`src/pwm_timer_defs.vh`:
```
`ifndef PWM_TIMER_DEFS_VH
`define PWM_TIMER_DEFS_VH

// ************************************************************
// Register offsets
// ************************************************************
`define OFS_WAVE_CTRL    8'h60
`define OFS_PRESCALE     8'h61
`define OFS_SCALE_A      8'h62
`define OFS_SCALE_B      8'h63
`define OFS_CNT0         8'h64
`define OFS_CNT1         8'h65
`define OFS_PERIOD0      8'h66
`define OFS_PERIOD1      8'h67
`define OFS_DUTY0        8'h68
`define OFS_DUTY1        8'h69

// ************************************************************
// Waveform control fields
// ************************************************************
`define CTL_EN_LSB       0
`define CTL_POL_LSB      2
`define CTL_CAE_LSB      4
`define CTL_CLK_LSB      6

// ************************************************************
// Prescale fields and reset values
// ************************************************************
`define PRE_A_LSB        0
`define PRE_B_LSB        4
`define PRE_W            3
`define PRE_MASK         8'h77
`define RST_BYTE         8'h00
`define SCALE_ONE        8'h01

`endif

```
`src/two_channel_pwm_timer.v`:
```
// Added by the designer: the strobed register port.
`include "pwm_timer_defs.vh"
`default_nettype none

// How it works
// Running channel keeps new period buffered until period end, counter write, disable.
// Disabled channel: period write loads buffer and active latch together.
// Period and duty reads return last written value.
// Output period is clock times period, doubled when center aligned.
// Running channel keeps new duty buffered until period end, counter write, disable.
// Disabled channel: duty write loads buffer and active latch together.
// Counter equal to active duty toggles the output flip-flop.
// Polarity one starts high then falls; zero starts low then rises.
// Prescaled clocks A and B divide by 1 to 128 via 3-bit fields.
// Prescale counter stops while both channels are disabled.
// Scaled clock from 8-bit reloading down counter, then halved.
// Scale value zero counts as 256, dividing by 512.
// Writing a scale register reloads its down counter at once; here it loads the scale value held before the write.
// Per-channel select: channel 0 A or SA, channel 1 B or SB.
// Each channel has 8-bit counter, period and duty; period match ends cycle.
// Software should not change scale or clock select while running.
// Left: count 0 to period-1; center: up to period, down to 0.
// Counter write clears, sets up, loads latches, sets output by polarity.
// Center-align bit set selects center aligned, cleared left aligned.
// Per-channel enable; counter holds while cleared, resumes when set.
module two_channel_pwm_timer #(
    parameter NCH = 2
) (
    // Clock and reset
    input  wire           mclk,
    input  wire           rst_n,
    // Register port
    input  wire [7:0]     reg_addr,
    input  wire [7:0]     reg_wdata,
    input  wire           reg_wr,
    input  wire           reg_rd,
    output reg  [7:0]     reg_rdata,
    // Waveform outputs
    output reg  [NCH-1:0] pwm_out
);
    // ************************************************************
    // Control registers
    // ************************************************************
    reg  [7:0]     ctl_r;
    reg  [7:0]     pre_r;
    reg  [7:0]     scl_a_r;
    reg  [7:0]     scl_b_r;
    reg  [6:0]     pre_cnt_r;

    wire [NCH-1:0] en      = ctl_r[`CTL_EN_LSB +: NCH];
    wire [NCH-1:0] pol     = ctl_r[`CTL_POL_LSB +: NCH];
    wire [NCH-1:0] cae     = ctl_r[`CTL_CAE_LSB +: NCH];
    wire [NCH-1:0] clk_sel = ctl_r[`CTL_CLK_LSB +: NCH];

    wire wr_ctl  = reg_wr && (reg_addr == `OFS_WAVE_CTRL);
    wire wr_pre  = reg_wr && (reg_addr == `OFS_PRESCALE);
    wire wr_sa   = reg_wr && (reg_addr == `OFS_SCALE_A);
    wire wr_sb   = reg_wr && (reg_addr == `OFS_SCALE_B);

    always @(posedge mclk or negedge rst_n) begin
        if (!rst_n) begin
            ctl_r   <= `RST_BYTE;
            pre_r   <= `RST_BYTE;
            scl_a_r <= `RST_BYTE;
            scl_b_r <= `RST_BYTE;
        end else begin
            if (wr_ctl)
                ctl_r <= reg_wdata;
            if (wr_pre)
                pre_r <= reg_wdata & `PRE_MASK;
            if (wr_sa)
                scl_a_r <= reg_wdata;
            if (wr_sb)
                scl_b_r <= reg_wdata;
        end
    end

    // ************************************************************
    // Prescaler
    // ************************************************************
    // Free counter gated off when no channel runs, saving power
    always @(posedge mclk or negedge rst_n) begin
        if (!rst_n)
            pre_cnt_r <= 7'h00;
        else if (|en)
            pre_cnt_r <= pre_cnt_r + 7'h01;
    end

    wire [2:0] sel_a = pre_r[`PRE_A_LSB +: `PRE_W];
    wire [2:0] sel_b = pre_r[`PRE_B_LSB +: `PRE_W];

    // Tick when all low bits below the selected divide are ones
    function tick_of;
        input [2:0] sel;
        input [6:0] cnt;
        reg   [7:0] msk;
        begin
            msk     = (8'h01 << sel) - 8'h01;
            tick_of = ((cnt & msk[6:0]) == msk[6:0]);
        end
    endfunction

    wire tick_a = (|en) && tick_of(sel_a, pre_cnt_r);
    wire tick_b = (|en) && tick_of(sel_b, pre_cnt_r);
    wire tick_sa;
    wire tick_sb;

    scaled_clock_gen u_scale_a (
        .mclk      (mclk),
        .rst_n     (rst_n),
        .tick_in   (tick_a),
        .scale_val (scl_a_r),
        .reload    (wr_sa),
        .tick_out  (tick_sa)
    );

    scaled_clock_gen u_scale_b (
        .mclk      (mclk),
        .rst_n     (rst_n),
        .tick_in   (tick_b),
        .scale_val (scl_b_r),
        .reload    (wr_sb),
        .tick_out  (tick_sb)
    );

    // ************************************************************
    // Channel timers
    // ************************************************************
    reg  [7:0] cnt_r    [0:NCH-1];
    reg  [7:0] per_buf_r[0:NCH-1];
    reg  [7:0] dty_buf_r[0:NCH-1];
    reg  [7:0] per_act_r[0:NCH-1];
    reg  [7:0] dty_act_r[0:NCH-1];
    reg  [NCH-1:0] down_r;
    reg  [NCH-1:0] en_d_r;

    wire [NCH-1:0] ch_tick;
    assign ch_tick[0] = clk_sel[0] ? tick_sa : tick_a;
    assign ch_tick[1] = clk_sel[1] ? tick_sb : tick_b;

    genvar g;
    generate
        for (g = 0; g < NCH; g = g + 1) begin : g_ch
            localparam [31:0] A_CNT = `OFS_CNT0 + g;
            localparam [31:0] A_PER = `OFS_PERIOD0 + g;
            localparam [31:0] A_DTY = `OFS_DUTY0 + g;
            wire wr_cnt = reg_wr && ({24'h0, reg_addr} == A_CNT);
            wire wr_per = reg_wr && ({24'h0, reg_addr} == A_PER);
            wire wr_dty = reg_wr && ({24'h0, reg_addr} == A_DTY);
            wire step   = en[g] && ch_tick[g];
            // Left aligned ends at period-1; center ends back at zero
            wire left_end = (cnt_r[g] + 8'h01 == per_act_r[g]) ||
                            (per_act_r[g] == 8'h00);
            wire ctr_end  = down_r[g] && (cnt_r[g] <= 8'h01);
            wire per_end  = step && (cae[g] ? ctr_end : left_end);
            wire turn     = cae[g] && !down_r[g] && (cnt_r[g] + 8'h01 >= per_act_r[g]);
            wire [7:0] cnt_nxt = (cae[g] && down_r[g]) ? cnt_r[g] - 8'h01 :
                                 (turn ? per_act_r[g] : cnt_r[g] + 8'h01);
            // Disable edge also commits the buffers
            wire load     = wr_cnt || per_end || (en_d_r[g] && !en[g]);

            always @(posedge mclk or negedge rst_n) begin
                if (!rst_n) begin
                    cnt_r[g]     <= `RST_BYTE;
                    per_buf_r[g] <= `RST_BYTE;
                    dty_buf_r[g] <= `RST_BYTE;
                    per_act_r[g] <= `RST_BYTE;
                    dty_act_r[g] <= `RST_BYTE;
                    down_r[g]    <= 1'b0;
                    en_d_r[g]    <= 1'b0;
                    pwm_out[g]   <= 1'b0;
                end else begin
                    en_d_r[g] <= en[g];
                    if (wr_per)
                        per_buf_r[g] <= reg_wdata;
                    if (wr_dty)
                        dty_buf_r[g] <= reg_wdata;
                    if (load) begin
                        per_act_r[g] <= wr_per ? reg_wdata : per_buf_r[g];
                        dty_act_r[g] <= wr_dty ? reg_wdata : dty_buf_r[g];
                    end else begin
                        if (wr_per && !en[g])
                            per_act_r[g] <= reg_wdata;
                        if (wr_dty && !en[g])
                            dty_act_r[g] <= reg_wdata;
                    end
                    if (wr_cnt || per_end) begin
                        cnt_r[g]   <= 8'h00;
                        down_r[g]  <= 1'b0;
                        pwm_out[g] <= pol[g];
                    end else if (step) begin
                        if (turn)
                            down_r[g] <= 1'b1;
                        cnt_r[g] <= cnt_nxt;
                        // Toggle as the count arrives at duty, not one tick later
                        if (cnt_nxt == dty_act_r[g])
                            pwm_out[g] <= ~pwm_out[g];
                    end
                end
            end
        end
    endgenerate

    // ************************************************************
    // Read port
    // ************************************************************
    reg [7:0] rd_nxt;
    always @* begin
        case (reg_addr)
            `OFS_WAVE_CTRL: rd_nxt = ctl_r;
            `OFS_PRESCALE:  rd_nxt = pre_r;
            `OFS_SCALE_A:   rd_nxt = scl_a_r;
            `OFS_SCALE_B:   rd_nxt = scl_b_r;
            `OFS_CNT0:      rd_nxt = cnt_r[0];
            `OFS_CNT1:      rd_nxt = cnt_r[1];
            `OFS_PERIOD0:   rd_nxt = per_buf_r[0];
            `OFS_PERIOD1:   rd_nxt = per_buf_r[1];
            `OFS_DUTY0:     rd_nxt = dty_buf_r[0];
            `OFS_DUTY1:     rd_nxt = dty_buf_r[1];
            default:        rd_nxt = `RST_BYTE;
        endcase
    end

    always @(posedge mclk or negedge rst_n) begin
        if (!rst_n)
            reg_rdata <= `RST_BYTE;
        else if (reg_rd)
            reg_rdata <= rd_nxt;
        else
            reg_rdata <= `RST_BYTE;
    end
endmodule // two_channel_pwm_timer

`default_nettype wire

```
`src/scaled_clock_gen.v`:
```
`include "pwm_timer_defs.vh"
`default_nettype none

// ************************************************************
// Scaled clock: reloadable down counter then divide by two
// ************************************************************
module scaled_clock_gen (
    // Clock and reset
    input  wire       mclk,
    input  wire       rst_n,
    // Control
    input  wire       tick_in,
    input  wire [7:0] scale_val,
    input  wire       reload,
    // Output tick
    output reg        tick_out
);
    reg  [7:0] down_r;
    reg        half_r;

    always @(posedge mclk or negedge rst_n) begin
        if (!rst_n) begin
            down_r   <= `RST_BYTE;
            half_r   <= 1'b0;
            tick_out <= 1'b0;
        end else begin
            tick_out <= 1'b0;
            if (reload) begin
                down_r <= scale_val;
            end else if (tick_in) begin
                // Zero behaves as 256: it wraps to 8'hff first
                if (down_r == `SCALE_ONE) begin
                    down_r <= scale_val;
                    half_r <= ~half_r;
                    tick_out <= half_r;
                end else begin
                    down_r <= down_r - 8'h01;
                end
            end
        end
    end
endmodule // scaled_clock_gen

`default_nettype wire

```
`config.mk`:
```
export PLATFORM = sky130hd
export DESIGN_NAME = two_channel_pwm_timer
export DESIGN_NICKNAME = d
export VERILOG_FILES = /design/src/two_channel_pwm_timer.v /design/src/scaled_clock_gen.v
export VERILOG_INCLUDE_DIRS = /design/src
export SDC_FILE = /design/constraint.sdc
export NUM_CORES = 1
export LEC_CHECK = 0
export BUFFER_PORTS_ARGS = -buffer_cell sky130_fd_sc_hd__buf_4
export CAP_MARGIN = 15
export CORE_ASPECT_RATIO = 0.5
export CORE_UTILIZATION = 60
export CTS_CLUSTER_DIAMETER = 100
export DETAILED_ROUTE_END_ITERATION = 6
export GPL_ROUTABILITY_DRIVEN = 1
export MAX_ROUTING_LAYER = met4
export PLACE_DENSITY = 0.8
export SLEW_MARGIN = 20
export SYNTH_ARGS = -nofsm -noshare
export SYNTH_HDL_FRONTEND = slang
export SYNTH_HIERARCHICAL = 1
export SYNTH_SLANG_ARGS = --single-unit
```
`constraint.sdc`:
```
create_clock -name mclk -period 4.79 [get_ports mclk]
set_input_delay 0.479 -clock mclk [delete_from_list [all_inputs] [get_ports mclk]]
set_output_delay 0.479 -clock mclk [all_outputs]
set_load 0.05 [all_outputs]
```
Yosys cells after proc, flatten, opt, wreduce, memory -nomap -nowiden

Cells that the tools add are included.

Register bits: 151
Input port bits: 20
Output and inout port bits: 10
Logic and storage cells: 180

Add/sub/neg operators: 9
Order comparisons: 4
Equality and inequality tests: 18
Shift operators: 2
Multiplexer cells: 50
Bitwise gates (word level): 8
Reduce and logical (&&, ||, !) cells: 61

Operators with widths:

| kind                                                                              | number |
|---|---|
| 8-bit 2-to-1 mux                                                                  | 27 |
| 8-bit by 7-bit == test with 1-bit output (second input constant)                  | 10 |
| 8-bit one-hot mux with 10 select lines                                            | 1 |
| 8-bit == test                                                                     | 4 |
| 8-bit by 1-bit subtractor with 8-bit output (second input constant)               | 4 |
| 1-bit logical AND                                                                 | 30 |
| 2-bit nonzero test                                                                | 12 |
| 1-bit 2-to-1 mux                                                                  | 22 |
| 8-bit by 1-bit adder with 8-bit output (second input constant)                    | 2 |
| 8-bit by 1-bit == test with 1-bit output (second input constant)                  | 2 |
| 8-bit greater-or-equal comparator                                                 | 2 |
| 8-bit by 1-bit less-or-equal comparator with 1-bit output (second input constant) | 2 |
| 8-bit zero test                                                                   | 2 |
| 7-bit bitwise AND                                                                 | 2 |
| 7-bit == test                                                                     | 2 |
| 1-bit by 3-bit << shifter with 7-bit output (first input constant)                | 2 |
| 7-bit by 1-bit subtractor with 7-bit output (second input constant)               | 2 |
| 2-bit AND reduction                                                               | 4 |
| 7-bit by 1-bit adder with 7-bit output (second input constant)                    | 1 |
| 1-bit logical OR                                                                  | 6 |
| 1-bit inverter                                                                    | 6 |
| 3-bit AND reduction                                                               | 2 |
| 1-bit zero test                                                                   | 4 |
| 2-bit OR reduction                                                                | 1 |

Depth between registers and ports, before layout

Gate-level depths: netlist of run 1.

Depth after elaboration: 11
Depth in mapped cells: 15

Cells and area by module

Netlist of run 1, hierarchy kept.

Modules (own cells, without submodules):

| module                | times used | cells an instance | area an instance (µm²) | seq. area each (µm²) |
|---|---|---|---|---|
| two_channel_pwm_timer | 1          | 789               | 7983.9                 | 3278.1 |
| scaled_clock_gen      | 2          | 69                | 631.9                  | 250.2 |

Worst setup path before layout of run 1

Ideal clock, no wire load.

Path kind: reg-to-reg
Start: register cnt_r[8] in the netlist's numbering
End: register pwm_out[0]
Arrival time: 3.386 ns
Data required time: 4.708 ns
Path slack: 1.322 ns
Stages on the path, launching flop included: 15
Path buffers: 2
Clock period less this slack: 3.468 ns
Cells stage by stage: dfrtp_1 > clkbuf_1 > and3_1 > and3_1 > xor2_1 > ha_1 > nand4_1 > o31ai_2 > buf_2 > a31oi_1 > o211a_2 > a2111oi_0 > nand4_1 > or4_1 > a31oi_1

Cells in the longest elaborated chain, start to end: 8

RTL lines:

| what                                                               | line                                                                                  | RTL |
|---|---|---|
| start: declaration                                                 | two_channel_pwm_timer.v:129                                                           | `reg [7:0] cnt_r [0:NCH-1];` |
| start signal: indexed assignment                                   | two_channel_pwm_timer.v:164                                                           | `` cnt_r[g] <= `RST_BYTE; `` |
| start signal: indexed assignment                                   | two_channel_pwm_timer.v:194                                                           | `cnt_r[g] <= cnt_nxt;` |
| 8-bit by 1-bit adder with 8-bit output                             | two_channel_pwm_timer.v:152, two_channel_pwm_timer.v:156, two_channel_pwm_timer.v:158 |  |
| 8-bit greater-or-equal comparator or 8-bit == test (tied branches) | two_channel_pwm_timer.v:156, two_channel_pwm_timer.v:152                              |  |
| 1-bit logical AND or 1-bit logical OR (tied branches)              | two_channel_pwm_timer.v:156, two_channel_pwm_timer.v:152                              |  |
| 8-bit 2-to-1 mux or 1-bit 2-to-1 mux (tied branches)               | two_channel_pwm_timer.v:158, two_channel_pwm_timer.v:155                              |  |
| 8-bit 2-to-1 mux or 1-bit logical AND (tied branches)              | two_channel_pwm_timer.v:157, two_channel_pwm_timer.v:155                              |  |
| 8-bit == test or 1-bit logical OR (tied branches)                  | two_channel_pwm_timer.v:196, two_channel_pwm_timer.v:187                              |  |
| 2-bit nonzero test (no line)                                       | n/a                                                                                   |  |
| 2-bit AND reduction (no line)                                      | n/a                                                                                   |  |
| end signal: indexed assignment                                     | two_channel_pwm_timer.v:190                                                           | `pwm_out[g] <= pol[g];` |
| end signal: indexed assignment                                     | two_channel_pwm_timer.v:197                                                           | `pwm_out[g] <= ~pwm_out[g];` |
| end: declaration                                                   | two_channel_pwm_timer.v:39                                                            | `output reg [NCH-1:0] pwm_out` |

Parallel ways exist; a longest one is shown, timed or not.
A chain may end at the register's enable or synchronous reset.

Worst setup path after layout of run 1

Same ends and word-level chain as after synthesis.

==> flow_metrics.env, run 1 <==
export IMPL_start_util_pct=62.7
export IMPL_fin_hold_ws_ns=0.175
export IMPL_cpLargestDelayFamily="compound AO/OA/AOI/OAI gates"
export IMPL_cp_start_kind="register"
export IMPL_vdd_drop_max_uv=262
export IMPL_post_cts_setup_buffers=0
export IMPL_die_area_um2=15900
export IMPL_cp_cell_sequence="ha_1 > nand3_1 > xnor2_1 > ha_1 > nand4_1 > o31ai_2 > o21ai_1 > a221oi_2 > xor2_1 > o311ai_1 > or4_1 > a31oi_1"
export IMPL_io_pins=30
export IMPL_cp_required_ns=5.13
export IMPL_worstPathArrival_ns=4.62
export IMPL_num_nets_final=974
export IMPL_rsz0062_at_grt="false"
export IMPL_clkLatencyLatePin_ns=0.42
export IMPL_min_period_ns=4.27
export IMPL_cts_root_buf="clkbuf_16"
export IMPL_rrSetupSlack_ns=0.52
export IMPL_cp_slowest_cell="o31ai_2"
export IMPL_dp_hpwl_um=18400
export IMPL_viasPerCell=6.88
export IMPL_switching_share_pct=32.4
export IMPL_power_frac_comb_pct=20.1
export IMPL_violations="design-rule violations"
export IMPL_yosys_area_top_type="dfrtp_1"
export IMPL_antenna_left=0
export IMPL_h_tree_depth=4
export IMPL_finalClockSkew_ns=0.0133
export IMPL_critPathBufInv=0
export IMPL_p_leak_nw=4.43
export IMPL_hp_class="input port to asynchronous set/reset pin"
export IMPL_grt_max_degree=115
export IMPL_synth_cell_types=81
export IMPL_syn_to_final_growth_pct=9.39
export IMPL_synth_edff_count=0
export IMPL_finalSetupViolCount=0
export IMPL_post_route_drc_count=5
export IMPL_finalHoldViolations=0
export IMPL_postCtsHoldBufs=0
export IMPL_rows=31
export IMPL_stdcell_area_um2=10100
export IMPL_fillers=1114
export IMPL_most_common_layout_cells="dfrtp_1, nand2_1, mux2_2"
export IMPL_port_buffers=29
export IMPL_finalWirelength_um=26000
export IMPL_final_util_pct=68.6
export IMPL_p_per_area_nw_per_um2=374
export IMPL_critPathMaxFanout=15
export IMPL_slew_headroom_pct=23.0
export IMPL_status="finished with violations"
export IMPL_grt_ovfl_total=0
export IMPL_die_w_um=178
export IMPL_antenna_found_initial=0
export IMPL_num_antenna_cells=0
export IMPL_cts_tree="yes"
export IMPL_ys_ff_latch=151
export IMPL_ctsResizeCount=0
export IMPL_drv_cap=0
export IMPL_crit_type="register to register"
export IMPL_clk_pin_slew_ns=0.07
export IMPL_period_share_pct=89.2
export IMPL_drive_above_1_share_pct=18.1
export IMPL_die_h_um=89.8
export IMPL_max_freq_ghz=0.234
export IMPL_syn_avg_cell_area_um2=9.98
export IMPL_track_usage_pct=35.3
export IMPL_drtPass1Iterations=7
export IMPL_tns_ns=0
export IMPL_p_clk_share_pct=35.5
export IMPL_p_int_mw=2.56
export IMPL_grt_pass1_vias=7265
export IMPL_synthTopCellsByArea="dfrtp_1, mux2_2, ha_1, nand2_1, mux2i_1"
export IMPL_yosysTopAreaCellShare_pct=40.9
export IMPL_synthesis_nets=976
export IMPL_endpoint_kind="register"
export IMPL_finalMaxSlewViolations=0
export IMPL_final_common_cell="dfrtp_1"
export IMPL_cts_sinks=151
export IMPL_grt_pass1_wl_um=41700
export IMPL_cts_path_max_buffers=2
export IMPL_power_frac_seq_pct=44.4
export IMPL_ys_flop_type="dfrtp_1"
export IMPL_critPathMostFrequentCell="ha_1"
export IMPL_placed_area_um2=9520
export IMPL_syn_cell_area_um2=9250
export IMPL_postSynthCellCount=927
export IMPL_dr_total_vias=7811
export IMPL_worst_slew_pin_slew_ns=1.15
export IMPL_place_congestion=0.933
export IMPL_slowest_delay_ns=0.89
export IMPL_cts_made_buffers=17
export IMPL_yosysSeqAreaShare_pct=40.9
export IMPL_yosys_warnings=6
export IMPL_async_reset_ff_share_pct=100
export IMPL_post_drt_wl_per_cell_um=22.9
export IMPL_core_area_um2=14700
export IMPL_drt_iter0_markers=959
export IMPL_power_switching_mw=1.23
-- path summary, 6_finish.rpt --
| path | start | end | cells after the start |
|---|---|---|---|
| worst min-delay path | rst_n | u_scale_a/down_r[5] | 1 |
| worst max-delay path | cnt_r[8] | pwm_out[0] | 12 |
| worst max register to register | cnt_r[8] | pwm_out[0] | 12 |
| min in group mclk | reg_wdata[2] | dty_act_r[2] | 3 |
| max in group asynchronous | rst_n | cnt_r[7] | 2 |
| worst min register to register | u_scale_a/half_r | u_scale_a/half_r | 1 |
-- synth_stat cells, types with 12 or more instances --
cell,number
ha_1,29
inv_1,40
a22oi_1,14
buf_2,12
o31ai_1,14
nor4_1,13
dfrtp_1,151
a31oi_1,24
xor2_1,20
nor2_1,48
xnor2_1,20
mux2i_1,25
mux2_2,72
o21ai_0,30
a21oi_1,42
nor3_1,16
nand3_1,20
nand2_1,92
clkbuf_1,38
-- worst reg2reg max path, stage by stage (launching register included) --
cell and delay (ns):
dfrtp_1 0.63, ha_1 0.29, nand3_1 0.10, xnor2_1 0.21
ha_1 0.32, nand4_1 0.16, o31ai_2 0.89, o21ai_1 0.22
a221oi_2 0.35, xor2_1 0.19, o311ai_1 0.14, or4_1 0.52
a31oi_1 0.17
-- metal layers --
layer	vias up	share of wire (%)	global-route usage, %
met3	37	10	6.85
met5	-	0	-
met1	3847	46	54.4
li1	3465	-	-
met2	462	42	47.2
met4	0	1.4	8.40
-- cells by family after synthesis --
| logic type | share of synthesized area [%] |
|---|---|
| simple gates | 15.9 |
| compound gates | 17.5 |
| flops | 40.9 |
| mux | 13.7 |
| buf+inv | 4.34 |
| xor+xnor | 3.79 |
| fa+ha+maj | 3.92 |
-- power by group through the flow --
stage | registers, mW | logic (mW) | clock network [mW]
after floorplan | 1.60 | 0.578 | 0
final | 1.68 | 0.760 | 1.35
after CTS | 1.67 | 0.752 | 1.34
after detailed placement | 1.69 | 0.744 | 0
after global placement | 1.68 | 0.723 | 0
after global routing | 1.70 | 0.844 | 1.41
-- cell type report --
type / count / area [µm²] / area share (%)
multi-input cells: 679 / 5070 / 50.1
well taps: 198 / 248 / 2.45
clock buffers: 21 / 480 / 4.75
clock inverters: 11 / 113 / 1.11
inverters: 40 / 150 / 1.48
repair buffers: 36 / 277 / 2.73
flip-flops and latches: 151 / 3780 / 37.4
-- state kept, by name (all words and copies together) (netlist names), 2 cells and up --
name and flops:
per_act_r 16, scl_a_r 8, pre_r 6, per_buf_r 16, ctl_r 8, pre_cnt_r 7, dty_buf_r 16, dty_act_r 16
u_scale_b/down_r 8, pwm_out 2, down_r 2, reg_rdata 8, u_scale_a/down_r 8, cnt_r 16, scl_b_r 8, en_d_r 2
-- stage by stage --
| step | worst slack, ns | total power [mW] | std cells |
|---|---|---|---|
| 6_report | 0.516 | 3.79 | 1136 |
| 5_1_grt | 0.180 | 3.95 | 1136 |
| 4_1_cts | 0.610 | 3.76 | 1136 |
| 3_5_place_dp | 0.616 | 2.43 | 1104 |
| 3_3_place_gp | 0.656 | 2.41 | 1104 |
| 2_1_floorplan | 1.32 | 2.17 | 927 |
(Power assumes the default switching activity.)
==> inputs of run 2 (changes only) <==
- SYNTH_HIERARCHICAL: 1 -> unset
==> flow_metrics.env, run 2 <==
export IMPL_met1_usage_pct=47.6
export IMPL_finalSetupViolCount=0
export IMPL_cts_root_buf="clkbuf_16"
export IMPL_ys_flop_type="dfrtp_1"
export IMPL_max_freq_ghz=0.231
export IMPL_use_met3_pct=8.55
export IMPL_dp_hpwl_um=18300
export IMPL_syn_to_final_growth_pct=9.87
export IMPL_drt_iter0_markers=959
export IMPL_ctsResizeCount=0
export IMPL_core_area_um2=14500
export IMPL_die_area_um2=15500
export IMPL_rows=31
export IMPL_worst_r2r_path_depth=14
export IMPL_busiest_layer="met2"
export IMPL_ys_ff_latch=151
export IMPL_antenna_found_initial=0
export IMPL_async_reset_ff_share_pct=100
export IMPL_post_drt_wl_per_cell_um=22.9
export IMPL_yosys_area_top_type="dfrtp_1"
export IMPL_synth_simple_area_share_pct=13.6
export IMPL_io_pins=30
export IMPL_yosysTopAreaCellShare_pct=42.0
export IMPL_drive_above_1_share_pct=19.7
export IMPL_dr_total_vias=7720
export IMPL_endpoint_kind="register"
export IMPL_synth_top_family_by_area="compound AO/OA/AOI/OAI gates"
export IMPL_synthesis_nets=961
export IMPL_cts_path_max_buffers=2
export IMPL_start_util_pct=61.9
export IMPL_synth_compound_area_share_pct=19.1
export IMPL_cts_sinks=151
export IMPL_drtPass1Iterations=6
export IMPL_grt_ovfl_total=0
export IMPL_tns_ns=0
export IMPL_pre_cts_ws_ns=0.586
export IMPL_track_usage_pct=36.3
export IMPL_post_route_drc_count=0
export IMPL_most_common_layout_cells="dfrtp_1, mux2_2, nand2_1"
export IMPL_synth_edff_count=0
export IMPL_finalHoldViolations=0
export IMPL_critPathMaxFanout=8
export IMPL_syn_cell_area_um2=9000
export IMPL_syn_avg_cell_area_um2=9.85
export IMPL_synth_fa_ha_area_share_pct=3.75
export IMPL_finalWirelength_um=26000
export IMPL_die_w_um=175
export IMPL_worst_slack_ns=0.452
export IMPL_cts_made_buffers=17
export IMPL_port_buffers=29
export IMPL_synth_mux_area_share_pct=13.8
export IMPL_worstPathArrival_ns=4.64
export IMPL_antenna_left=0
export IMPL_rsz0062_at_grt="false"
export IMPL_worst_slew_pin_slew_ns=1.06
export IMPL_finalMaxSlewViolations=0
export IMPL_grt_pass1_vias=7382
export IMPL_final_common_cell="dfrtp_1"
export IMPL_worstReg2RegStart="cnt_r[8]"
export IMPL_finalClockSkew_ns=0.00836
export IMPL_cp_start_kind="register"
export IMPL_synth_common_cells="dfrtp_1, mux2_2, nand2_1"
export IMPL_crit_type="register to register"
export IMPL_h_tree_depth=4
export IMPL_p_per_area_nw_per_um2=403
export IMPL_postCtsHoldBufs=0
export IMPL_cts_tree="yes"
export IMPL_rrSetupSlack_ns=0.45
export IMPL_use_met2_pct=54.3
export IMPL_synth_cell_types=69
export IMPL_place_congestion=0.996
export IMPL_period_share_pct=90.6
export IMPL_status="finished, final reports clean"
export IMPL_vdd_drop_max_uv=248
export IMPL_fin_hold_ws_ns=0.164
export IMPL_post_cts_setup_buffers=0
export IMPL_r2r_end="pwm_out[0]"
export IMPL_clk_pin_slew_ns=0.06
export IMPL_yosysMostFrequentCell="dfrtp_1"
export IMPL_hp_class="input port to asynchronous set/reset pin"
export IMPL_grt_pass1_wl_um=40900
export IMPL_synth_xor_area_share_pct=3.50
export IMPL_p_leak_nw=4.40
export IMPL_drv_cap=0
export IMPL_num_antenna_cells=0
export IMPL_yosysSeqAreaShare_pct=42.0
export IMPL_viasPerCell=6.78
export IMPL_num_nets_final=974
export IMPL_die_h_um=88.6
export IMPL_postSynthCellCount=914
export IMPL_slew_headroom_pct=28.7
export IMPL_cp_required_ns=5.09
export IMPL_min_period_ns=4.34
export IMPL_yosys_warnings=0
export IMPL_synthTopCellsByArea="dfrtp_1, mux2_2, ha_1, nand2_1, o21ai_0"
export IMPL_grt_max_degree=109
export IMPL_clkLatencyLatePin_ns=0.43
[run 2: stage by stage]
stage | instance area, µm² | utilization [%] | total power, mW | std cells
after floorplan | 9000 | - | 2.36 | 914
after global placement | 9320 | 64.1 | 2.62 | 1106
after detailed placement | 9320 | 64.1 | 2.67 | 1106
after CTS | 9890 | 68.0 | 3.97 | 1138
after global routing | 9890 | 68.0 | 4.19 | 1138
final | 9890 | 68.0 | 3.99 | 1138
[run 2: area by class of cell]
| cell class | count | area (µm²) |
|---|---|---|
| Timing Repair Buffer | 38 | 289 |
| Sequential cell | 151 | 3780 |
| Tap cell | 198 | 248 |
| Multi-Input combinational cell | 676 | 4840 |
| Fill cell | 1096 | 4660 |
| Clock buffer | 22 | 474 |
| Inverter | 43 | 161 |
| Clock inverter | 10 | 96.3 |
[run 2: how the worst max path moves through the flow]
stage,from,to,slack (ns)
after detailed placement,cnt_r[8],pwm_out[0],0.59
after floorplan,cnt_r[8],pwm_out[0],1.09
after global routing,cnt_r[8],pwm_out[0],0.20
after global placement,cnt_r[8],pwm_out[0],0.73
final,cnt_r[8],pwm_out[0],0.45
after CTS,cnt_r[8],pwm_out[0],0.55
[run 2: per-layer routing]
metal | vias up | routed length [µm] | part of all wire [%]
met3 | 96 | 2650 | 10
met4 | 0 | 935 | 3.6
met5 | - | 0 | 0
met1 | 3791 | 11100 | 42
li1 | 3422 | - | -
met2 | 411 | 11400 | 44
[run 2: worst max-delay path: stages (launching register included)]
cell	delay [ns]
dfrtp_1	0.49
ha_1	0.26
nand2_1	0.08
or3_1	0.34
xnor2_1	0.27
ha_1	0.30
o21ai_0	0.37
o21ai_0	0.25
a211oi_1	0.55
o21ba_2	0.23
o21ai_0	0.08
a2111o_1	0.44
nor4_2	0.19
xor2_1	0.11
mux2_2	0.27
[run 2: kinds of logic after synthesis]
logic type | Yosys count
AOI/OAI and AO/OA | 251
xor gates and xnor gates | 36
adders and majority gates | 27
buffers and inverters | 87
DFF | 151
muxes | 111
and+or+nand+nor | 251
[run 2: report_power, final]
group / internal (mW) / switching (mW)
clock network: 0.757 / 0.542
logic: 0.418 / 0.609
registers: 1.45 / 0.211
